--- config.mk ---
export PLATFORM = sky130hd
export DESIGN_NAME = ssea_aggregator
export DESIGN_NICKNAME = d
export VERILOG_FILES = /design/src/hdl/ssea_pkg.sv /design/src/hdl/ssea_aggregator.sv
export SDC_FILE = /design/constraint.sdc
export NUM_CORES = 1
export LEC_CHECK = 0
export BUFFER_PORTS_ARGS = -buffer_cell sky130_fd_sc_hd__buf_2
export CAP_MARGIN = 10
export CORE_ASPECT_RATIO = 2
export CORE_MARGIN = 2
export CORE_UTILIZATION = 50
export CTS_CLUSTER_DIAMETER = 40
export CTS_CLUSTER_SIZE = 24
export DETAILED_ROUTE_END_ITERATION = 6
export HOLD_SLACK_MARGIN = 0.08
export PLACE_DENSITY = 0.74
export SYNTH_ARGS = -nofsm -noshare
export SYNTH_HDL_FRONTEND = slang
export SYNTH_SLANG_ARGS = --single-unit
--- constraint.sdc ---
create_clock -name clk -period 4.5 [get_ports clk]
set_clock_uncertainty 0.1 [all_clocks]
set_input_delay 0.225 -clock clk [delete_from_list [all_inputs] [get_ports clk]]
set_output_delay 0.225 -clock clk [all_outputs]
set_load 0.05 [all_outputs]
--- src/hdl/ssea_pkg.sv ---
// Package for the management interrupt status/enable aggregator.
// Assumes word-wide AHB-Lite register access; each register index maps to byte address index*4.
package ssea_pkg;
   localparam int REG_W = 8;
   localparam int IDX_W = 6;
   // Register indices as printed; byte address is four times the index
   localparam logic [IDX_W-1:0] IDX_STS1 = 6'h10;
   localparam logic [IDX_W-1:0] IDX_STS2 = 6'h11;
   localparam logic [IDX_W-1:0] IDX_STS3 = 6'h12;
   localparam logic [IDX_W-1:0] IDX_STS4 = 6'h13;
   localparam logic [IDX_W-1:0] IDX_STS5 = 6'h14;
   localparam logic [IDX_W-1:0] IDX_RSVD = 6'h15;
   localparam logic [IDX_W-1:0] IDX_EN1 = 6'h16;
   localparam logic [IDX_W-1:0] IDX_EN2 = 6'h17;
   localparam logic [IDX_W-1:0] IDX_EN3 = 6'h18;
   localparam logic [IDX_W-1:0] IDX_EN4 = 6'h19;
   localparam logic [IDX_W-1:0] IDX_EN5 = 6'h1a;
   localparam int ADDR_LSB = 2;
   localparam int NUM_W1C = 3;
   localparam int NUM_EN = 5;
   localparam logic [REG_W-1:0] REG_RESET = 8'h00;
   localparam logic [REG_W-1:0] ZERO_BYTE = 8'h00;
   // Implemented-bit masks; reserved positions read zero and drop writes
   localparam logic [REG_W-1:0] MASK_STS1 = 8'hbe;
   localparam logic [REG_W-1:0] MASK_STS2 = 8'h17;
   localparam logic [REG_W-1:0] MASK_STS3 = 8'hf7;
   localparam logic [REG_W-1:0] MASK_STS4 = 8'hff;
   localparam logic [REG_W-1:0] MASK_STS5 = 8'hcf;
   localparam logic [REG_W-1:0] MASK_EN1 = 8'hbe;
   localparam logic [REG_W-1:0] MASK_EN2 = 8'h17;
   localparam logic [REG_W-1:0] MASK_EN3 = 8'hf7;
   localparam logic [REG_W-1:0] MASK_EN4 = 8'hff;
   localparam logic [REG_W-1:0] MASK_EN5 = 8'hcf;
   localparam logic [REG_W-1:0] MASK_EN2_ALL = 8'hf7;
   // Status register two fields
   localparam int STS2_MOUSE = 0;
   localparam int STS2_KEYBOARD = 1;
   localparam int STS2_INFRARED = 2;
   localparam int STS2_PORT12 = 4;
   // Enable register two routing fields
   localparam int EN2_ROUTE_WAKE = 5;
   localparam int EN2_ROUTE_SERIAL = 6;
   localparam int EN2_ROUTE_PIN = 7;
   localparam logic [1:0] HTRANS_NONSEQ = 2'b10;
   localparam logic [1:0] HRESP_OKAY = 2'b00;

   // Level sources of status register one, in register bit order with the reserved bits left out
   typedef struct packed {
      logic watchdog_irq_status;
      logic midi_irq_status;
      logic floppy_irq_status;
      logic uart_a_irq_status;
      logic uart_b_irq_status;
      logic parallel_irq_status;
   } ssea_lvl1_t;

   // Level sources of status register two
   typedef struct packed {
      logic mouse_irq_status;
      logic keyboard_irq_status;
      logic port_one_bit_two_status;
   } ssea_lvl2_t;

   // One-cycle event pulses, one byte per write-one-to-clear status register
   typedef struct packed {
      logic [REG_W-1:0] grp5;
      logic [REG_W-1:0] grp4;
      logic [REG_W-1:0] grp3;
   } ssea_events_t;

   // Group interrupt routes, all registered
   typedef struct packed {
      logic wake_req;
      logic serial_irq_req;
   } ssea_route_t;

   typedef enum logic [1:0] {
      RD_IDLE = 2'b00,
      RD_WAIT = 2'b01,
      RD_DATA = 2'b11
   } ssea_rd_state_t;
endpackage : ssea_pkg

--- src/hdl/ssea_aggregator.sv ---
// Management interrupt status/enable aggregator with an AHB-Lite register slave.
// Assumes level and event sources come from logic on clk; only the infrared receive pins are asynchronous.
// Behaviour
// - Mouse, keyboard, port-12 status follow their sources; register access never clears them.
// - Infrared status sets on any transition of the selected receive input that holds for two samples.
// - Reading status register two clears the infrared transition status.
// - Status three latches pin 20-22, 24-26, 60 events; bit 3 reserved.
// - Status four latches pin 30-33, 41-43 and 61 events.
// - Status five latches pins 54-57 and fan speed events; bits 4,5 reserved.
// - Status three to five bits clear when software writes one to them.
// - Offset 15 reads zero and ignores writes.
// - All status and enable registers reset to zero.
// - Enable one gates parallel, both UARTs, floppy, MIDI, watchdog onto group.
// - Enable two bits 0,1,2,4 gate mouse, keyboard, infrared, port-12 onto group.
// - Enable two bit 5 routes the group interrupt to the wake logic.
// - Enable two bit 6 routes the group interrupt onto serial interrupt stream.
// - Enable two bit 7 routes the group interrupt to the active-low pin.
// - Enable three gates status three bit for bit onto the group.
// - Status one holds parallel, UARTs, floppy, MIDI, watchdog, cleared at source.
// - Enable four gates status four bit for bit onto the group.
// - Enable five gates status five bit for bit onto the group.
//
// The AHB-Lite interface to the registers was decided locally.
`timescale 1ns/1ns
module ssea_aggregator (
   input wire logic clk,
   input wire logic resetn,
   input wire logic hsel,
   input wire logic [31:0] haddr,
   input wire logic [1:0] htrans,
   input wire logic hwrite,
   input wire logic [2:0] hsize,
   input wire logic [31:0] hwdata,
   input wire logic hready,
   output logic hreadyout,
   output logic [1:0] hresp,
   output logic [31:0] hrdata,
   input wire ssea_pkg::ssea_lvl1_t lvl1_src,
   input wire ssea_pkg::ssea_lvl2_t lvl2_src,
   input wire ssea_pkg::ssea_events_t gpio_events,
   input wire logic infrared_receive_primary,
   input wire logic infrared_receive_secondary,
   input wire logic infrared_select_secondary,
   output logic group_mgmt_irq_n,
   output logic mgmt_irq_pin_n,
   output ssea_pkg::ssea_route_t group_route
);
   import ssea_pkg::*;

   // Only whole-word transfers reach the registers; other sizes pass with no effect
   localparam logic [2:0] HSIZE_WORD = 3'b010;
   // Status one bit positions
   localparam int STS1_PARALLEL = 1;
   localparam int STS1_UART_B = 2;
   localparam int STS1_UART_A = 3;
   localparam int STS1_FLOPPY = 4;
   localparam int STS1_MIDI = 5;
   localparam int STS1_WATCHDOG = 7;

   localparam logic [REG_W-1:0] W1C_MASK [NUM_W1C] = '{MASK_STS3, MASK_STS4, MASK_STS5};
   localparam logic [REG_W-1:0] EN_MASK [NUM_EN] = '{MASK_EN1, MASK_EN2_ALL, MASK_EN3, MASK_EN4, MASK_EN5};
   localparam logic [IDX_W-1:0] W1C_IDX [NUM_W1C] = '{IDX_STS3, IDX_STS4, IDX_STS5};
   localparam logic [IDX_W-1:0] EN_IDX [NUM_EN] = '{IDX_EN1, IDX_EN2, IDX_EN3, IDX_EN4, IDX_EN5};

   // Bus address phase capture
   logic wr_pend_r;
   logic [IDX_W-1:0] wr_idx_r;
   logic [IDX_W-1:0] rd_idx_r;
   logic addr_ok;
   logic addr_take;
   logic [IDX_W-1:0] addr_idx;
   ssea_rd_state_t rd_state_r;
   ssea_rd_state_t rd_state_nxt;
   logic rd_capture;

   // Register storage
   logic [REG_W-1:0] sts1_r;
   logic [REG_W-1:0] sts2_lvl_r;
   logic ir_status_r;
   logic [REG_W-1:0] w1c_r [NUM_W1C];
   logic [REG_W-1:0] en_r [NUM_EN];
   logic [REG_W-1:0] w1c_evt [NUM_W1C];
   logic [REG_W-1:0] sts1_in;
   logic [REG_W-1:0] sts2_view;
   logic [REG_W-1:0] rd_byte;
   logic [REG_W-1:0] wr_byte;
   logic wr_do;

   // Infrared receive synchroniser
   logic [2:0] ir_pri_sync_r;
   logic [2:0] ir_sec_sync_r;
   logic ir_stable_r;
   logic ir_sel_s2;
   logic ir_sel_s3;
   logic ir_edge;

   // Group interrupt
   logic group_any;

   assign addr_ok = (haddr[31:IDX_W+ADDR_LSB] == '0);
   assign addr_idx = haddr[IDX_W+ADDR_LSB-1:ADDR_LSB];
   assign addr_take = hsel && hready && (htrans == HTRANS_NONSEQ) && (hsize == HSIZE_WORD);
   assign wr_do = wr_pend_r && hready;
   assign wr_byte = hwdata[REG_W-1:0];

   // Reads take one wait state so that a write just before is already visible
   always_comb begin
      rd_state_nxt = rd_state_r;
      case (rd_state_r)
         RD_IDLE: begin
            if (addr_take && !hwrite) begin
               rd_state_nxt = RD_WAIT;
            end
         end
         RD_WAIT: begin
            rd_state_nxt = RD_DATA;
         end
         RD_DATA: begin
            if (addr_take && !hwrite) begin
               rd_state_nxt = RD_WAIT;
            end else begin
               rd_state_nxt = RD_IDLE;
            end
         end
         default: begin
            rd_state_nxt = RD_IDLE;
         end
      endcase
   end

   assign rd_capture = (rd_state_r == RD_WAIT);
   assign hreadyout = (rd_state_r != RD_WAIT);
   assign hresp = HRESP_OKAY;

   always_ff @(posedge clk) begin
      if (!resetn) begin
         rd_state_r <= RD_IDLE;
      end else begin
         rd_state_r <= rd_state_nxt;
      end
   end

   // An unmapped address is folded onto the reserved slot so it reads zero
   always_ff @(posedge clk) begin
      if (!resetn) begin
         rd_idx_r <= '0;
      end else if (addr_take && !hwrite) begin
         rd_idx_r <= addr_ok ? addr_idx : IDX_RSVD;
      end
   end

   // A write lands at the end of its data phase, when hready is high
   always_ff @(posedge clk) begin
      if (!resetn) begin
         wr_pend_r <= 1'b0;
      end else if (addr_take && hwrite) begin
         wr_pend_r <= 1'b1;
      end else if (hready) begin
         wr_pend_r <= 1'b0;
      end
   end

   always_ff @(posedge clk) begin
      if (!resetn) begin
         wr_idx_r <= '0;
      end else if (addr_take && hwrite) begin
         wr_idx_r <= addr_ok ? addr_idx : IDX_RSVD;
      end
   end

   // Status one lines its sources up at their bit positions; reserved bits stay zero
   always_comb begin
      sts1_in = ZERO_BYTE;
      sts1_in[STS1_PARALLEL] = lvl1_src.parallel_irq_status;
      sts1_in[STS1_UART_B] = lvl1_src.uart_b_irq_status;
      sts1_in[STS1_UART_A] = lvl1_src.uart_a_irq_status;
      sts1_in[STS1_FLOPPY] = lvl1_src.floppy_irq_status;
      sts1_in[STS1_MIDI] = lvl1_src.midi_irq_status;
      sts1_in[STS1_WATCHDOG] = lvl1_src.watchdog_irq_status;
   end

   // Status one and the level part of status two are live copies of their sources
   always_ff @(posedge clk) begin
      if (!resetn) begin
         sts1_r <= REG_RESET;
      end else begin
         sts1_r <= sts1_in & MASK_STS1;
      end
   end

   always_ff @(posedge clk) begin
      if (!resetn) begin
         sts2_lvl_r <= REG_RESET;
      end else begin
         sts2_lvl_r <= ZERO_BYTE;
         sts2_lvl_r[STS2_MOUSE] <= lvl2_src.mouse_irq_status;
         sts2_lvl_r[STS2_KEYBOARD] <= lvl2_src.keyboard_irq_status;
         sts2_lvl_r[STS2_PORT12] <= lvl2_src.port_one_bit_two_status;
      end
   end

   // Both pins pass three flops; the mux sits after them and the first flops feed only the second
   always_ff @(posedge clk) begin
      if (!resetn) begin
         ir_pri_sync_r <= '0;
      end else begin
         ir_pri_sync_r <= {ir_pri_sync_r[1:0], infrared_receive_primary};
      end
   end

   always_ff @(posedge clk) begin
      if (!resetn) begin
         ir_sec_sync_r <= '0;
      end else begin
         ir_sec_sync_r <= {ir_sec_sync_r[1:0], infrared_receive_secondary};
      end
   end

   assign ir_sel_s2 = infrared_select_secondary ? ir_sec_sync_r[1] : ir_pri_sync_r[1];
   assign ir_sel_s3 = infrared_select_secondary ? ir_sec_sync_r[2] : ir_pri_sync_r[2];
   assign ir_edge = (ir_sel_s2 == ir_sel_s3) && (ir_sel_s3 != ir_stable_r);

   // Stable level resets to zero, so a high input after reset counts as a transition; a select change that differs counts as one too
   always_ff @(posedge clk) begin
      if (!resetn) begin
         ir_stable_r <= 1'b0;
      end else if (ir_sel_s2 == ir_sel_s3) begin
         ir_stable_r <= ir_sel_s3;
      end
   end

   // Set wins, so an edge that lands on the clearing read is not lost
   always_ff @(posedge clk) begin
      if (!resetn) begin
         ir_status_r <= 1'b0;
      end else if (ir_edge) begin
         ir_status_r <= 1'b1;
      end else if (rd_capture && rd_idx_r == IDX_STS2) begin
         ir_status_r <= 1'b0;
      end
   end

   always_comb begin
      sts2_view = sts2_lvl_r;
      sts2_view[STS2_INFRARED] = ir_status_r;
      sts2_view = sts2_view & MASK_STS2;
   end

   assign w1c_evt[0] = gpio_events.grp3 & MASK_STS3;
   assign w1c_evt[1] = gpio_events.grp4 & MASK_STS4;
   assign w1c_evt[2] = gpio_events.grp5 & MASK_STS5;

   genvar gi;
   generate
      for (gi = 0; gi < NUM_W1C; gi = gi + 1) begin : g_w1c
         always_ff @(posedge clk) begin
            if (!resetn) begin
               w1c_r[gi] <= REG_RESET;
            end else if (wr_do && wr_idx_r == W1C_IDX[gi]) begin
               w1c_r[gi] <= ((w1c_r[gi] & ~wr_byte) | w1c_evt[gi]) & W1C_MASK[gi];
            end else begin
               w1c_r[gi] <= (w1c_r[gi] | w1c_evt[gi]) & W1C_MASK[gi];
            end
         end
      end
      for (gi = 0; gi < NUM_EN; gi = gi + 1) begin : g_en
         always_ff @(posedge clk) begin
            if (!resetn) begin
               en_r[gi] <= REG_RESET;
            end else if (wr_do && wr_idx_r == EN_IDX[gi]) begin
               en_r[gi] <= wr_byte & EN_MASK[gi];
            end
         end
      end
   endgenerate

   // Read mux; unmapped and reserved indices return zero
   always_comb begin
      case (rd_idx_r)
         IDX_STS1: rd_byte = sts1_r;
         IDX_STS2: rd_byte = sts2_view;
         IDX_STS3: rd_byte = w1c_r[0];
         IDX_STS4: rd_byte = w1c_r[1];
         IDX_STS5: rd_byte = w1c_r[2];
         IDX_EN1: rd_byte = en_r[0];
         IDX_EN2: rd_byte = en_r[1];
         IDX_EN3: rd_byte = en_r[2];
         IDX_EN4: rd_byte = en_r[3];
         IDX_EN5: rd_byte = en_r[4];
         default: rd_byte = ZERO_BYTE;
      endcase
   end

   always_ff @(posedge clk) begin
      if (!resetn) begin
         hrdata <= '0;
      end else if (rd_capture) begin
         hrdata <= {24'h000000, rd_byte};
      end
   end

   // Routing bits of enable two are excluded from the source gating
   assign group_any = |(sts1_r & en_r[0])
                    | |(sts2_view & en_r[1] & MASK_EN2)
                    | |(w1c_r[0] & en_r[2])
                    | |(w1c_r[1] & en_r[3])
                    | |(w1c_r[2] & en_r[4]);

   // Every interrupt output is a flop so the far side never sees a decode glitch
   always_ff @(posedge clk) begin
      if (!resetn) begin
         group_mgmt_irq_n <= 1'b1;
      end else begin
         group_mgmt_irq_n <= !group_any;
      end
   end

   always_ff @(posedge clk) begin
      if (!resetn) begin
         mgmt_irq_pin_n <= 1'b1;
      end else begin
         mgmt_irq_pin_n <= !(group_any && en_r[1][EN2_ROUTE_PIN]);
      end
   end

   always_ff @(posedge clk) begin
      if (!resetn) begin
         group_route.serial_irq_req <= 1'b0;
      end else begin
         group_route.serial_irq_req <= group_any && en_r[1][EN2_ROUTE_SERIAL];
      end
   end

   always_ff @(posedge clk) begin
      if (!resetn) begin
         group_route.wake_req <= 1'b0;
      end else begin
         group_route.wake_req <= group_any && en_r[1][EN2_ROUTE_WAKE];
      end
   end

endmodule : ssea_aggregator

==> flow_metrics.tcl <==
set metrics [dict create \
    run_status "complete, no violations" \
    cap_violations 0 \
    cts_made_buffers 9 \
    max-slew-margin-rel_pct 17.8 \
    worstMarginPinSlew_ns 1.22 \
    layout-drive-gt1-share_pct 21.3 \
    synth.most_common_cell "sky130_fd_sc_hd__edfxtp_1" \
    worstSkewPairLatency_ns 0.35 \
    clock_tree_from_tritoncts "done" \
    async_flop_share_pct 0 \
    h-tree-depth 3 \
    grt_overflow 0 \
    worstPathRequired_ns 4.36 \
    ir_drop_mv 0.231 \
    ff_latch_area_um2 2530 \
    dieArea_um2 10800 \
    path_clk_slew_ns 0.06 \
    floorplan.initialDensity_pct 51.0 \
    final.setup.tns_ns 0 \
    synthesis.area_um2 4950 \
    clk_root_buffer_cell "sky130_fd_sc_hd__clkbuf_16" \
    filler_cell_count 834 \
    finalCritPeriodShare_pct 59.2 \
    antenna_cells 0 \
    die_width_um 74.4 \
    detail_route.first_pass.iterations 5 \
    wl_per_cell_um 17.4 \
    detail_route.wirelength_mm 13.0 \
    synth_ff_type "sky130_fd_sc_hd__edfxtp_1" \
    finalWorstPathRequiredPeriod_ns 2.66 \
    crit_type "primary input to flip-flop" \
    final-hold-violation-count 0 \
    area.growth.synth_to_final_pct 20.3 \
    grt_pass1_vias 3900 \
    synth-edff-count 55 \
    multi_input_comb_area_um2 2180 \
    design.final.nets 720 \
    core_area_um2 9700 \
    overall_fraction_of_global_route_tracks_in_use_pct 25.2 \
    final_core_occ_pct 61.4 \
    post_route_non_filler_standard_cell_count 747 \
    post_synth_main_area_contributors "sky130_fd_sc_hd__edfxtp_1 33%, sky130_fd_sc_hd__dfxtp_1 18%, sky130_fd_sc_hd__and2_1 6.6%" \
    synth_cell_type_count 59 \
    place.gp.congestion 0.903 \
    via_count 4084 \
    initial_antenna_violation_count 0 \
    maximum_number_of_pins_on_one_net_before_global_route_repair 55 \
    yosysWarnings 0 \
    post-synth-top-area-cell "sky130_fd_sc_hd__edfxtp_1" \
    vias_per_cell 5.47 \
    report.final.slew_viol_count 0 \
    setup_repair_after_global_routing_missed_its_margin "no" \
    synth_top_cell_area_share_pct 33.4 \
    initialDrtViolationCount 449 \
    ys_seq_elements 99 \
    i_o_pins 149 \
    buffers_inserted_by_post_cts_timing_repair 0 \
    seq_area_frac_synth_pct 51.1 \
    synth_cells 487 \
    clkSinkCount 99 \
    first_pass_grt_wire_length_mm 20.0 \
    cts_resized 0 \
    antenna_left 0 \
    endpoint_kind "flip-flop" \
    power_leakage_uw 0.00235 \
    fmax_mhz 376 \
    syn-mean-instance-area_um2 10.2 \
    std_cell_rows 51 \
    critPathMaxFanout 8 \
    synth.top_cells.by_count "55 x sky130_fd_sc_hd__edfxtp_1, 52 x sky130_fd_sc_hd__and2_1, 44 x sky130_fd_sc_hd__dfxtp_1" \
    drc_errors 0 \
    placedCellCount 713 \
    cts-root-to-sink-buffers 2 \
    hold_class "primary input to flip-flop" \
    fp.dieH_um 145 \
    dp_hpwl_mm 9.75 \
    power_density_nw_per_um2 331 \
    worstSetupStartpointType "primary input" \
    critical_path_arrival_ns 2.52 \
    setup_violating_endpoint_count_in_the_final_report 0 \
    port_buffers 93 \
]
## layer usage
metal | global-route usage [%] | share of wire, % | vias up
met5 | 0 | 0 | -
li1 | - | - | 1948
met2 | 45.2 | 53 | 195
met1 | 27.8 | 36 | 1899
met4 | 14.5 | 5.2 | 0
met3 | 2.84 | 6.0 | 42
## worst paths after layout
kind                                           startpoint               end  slack, ns  cells past startpoint
worst max-delay path                               hready        en_r[3][5]       1.84                      5
worst min-delay path            infrared_select_secondary       ir_stable_r       0.11                      3
worst max register to register                rd_idx_r[1]         hrdata[1]       1.99                      5
worst min register to register           ir_pri_sync_r[0]  ir_pri_sync_r[1]       0.34                      1
## critical path, cell delays in order
cell and delay (ns):
sky130_fd_sc_hd__dlygate4sd3_1 0.52, sky130_fd_sc_hd__buf_2 0.12, sky130_fd_sc_hd__nand3_1 0.12, sky130_fd_sc_hd__or4b_4 0.56, sky130_fd_sc_hd__o21ai_0 0.97
## timing repair
action	4_1_cts	5_1_grt
setup endpoints to repair	0	0
endpoints found under the hold margin	24	0
hold buffers	18	0
## area by class of cell
class / count / area share [%]
inverter: 28 / 1.76
tap: 132 / 2.77
clock inverter: 7 / 1.13
multi-input combinational: 357 / 36.7
sequential: 99 / 42.5
timing repair buffer: 115 / 11.3
clock buffer: 9 / 3.78
## report_power, final
group / switching [uW] / leakage, uW / internal [uW] / total, uW
clock: 332 / 0.000141 / 429 / 761
combinational: 122 / 0.00130 / 65.2 / 187
sequential: 30.7 / 0.000905 / 991 / 1020
## sequential cells by signal (all words and copies together) (netlist names), 6 cells and up
signal and flops:
wr_idx_r 6, hrdata 8, w1c_r 21, en_r 34, rd_idx_r 6, sts1_r 6
## through the flow
stage / power [uW] / area, um2 / setup slack, ns / hold WS, ns
final: 1970 / 5960 / 1.84 / 0.109
after global routing: 2030 / 5960 / 1.70 / 0.131
after CTS: 1980 / 5960 / 1.83 / 0.106
after detailed placement: 1210 / 5480 / 2.06 / 0.333
after global placement: 1210 / 5480 / 2.07 / 0.325
after floorplan: 1150 / 5120 / 2.43 / 0.252
## kinds of logic (layout without fill, tap and decap cells)
logic type      Yosys count  count (layout)  share of synthesized area (%)
compound gates          131             131                           16.8
fa+ha+maj                 2               2                          0.404
buf+inv                  76             159                           8.14
flops                    99              99                           51.1
mux                      19              19                           4.25
other cells               2              47                          0.152
simple gates            158             158                           19.1
## cells in the final DEF (no fill, tap or decap), drive strengths merged, types with 9 or more instances in the layout
| cell | Yosys | layout |
|---|---|---|
| dfxtp | 44 | 44 |
| dlygate4sd3 | 0 | 18 |
| edfxtp | 55 | 55 |
| nor3 | 9 | 9 |
| buf | 35 | 97 |
| o21ai | 45 | 45 |
| a21oi | 17 | 17 |
| nand3 | 19 | 19 |
| mux2i | 12 | 12 |
| clkbuf | 13 | 9 |
| nand2 | 29 | 29 |
| conb | 2 | 47 |
| nor2 | 17 | 17 |
| and2 | 52 | 52 |
| inv | 27 | 28 |
| a31oi | 28 | 28 |
Power figures use the tool's default switching activity.
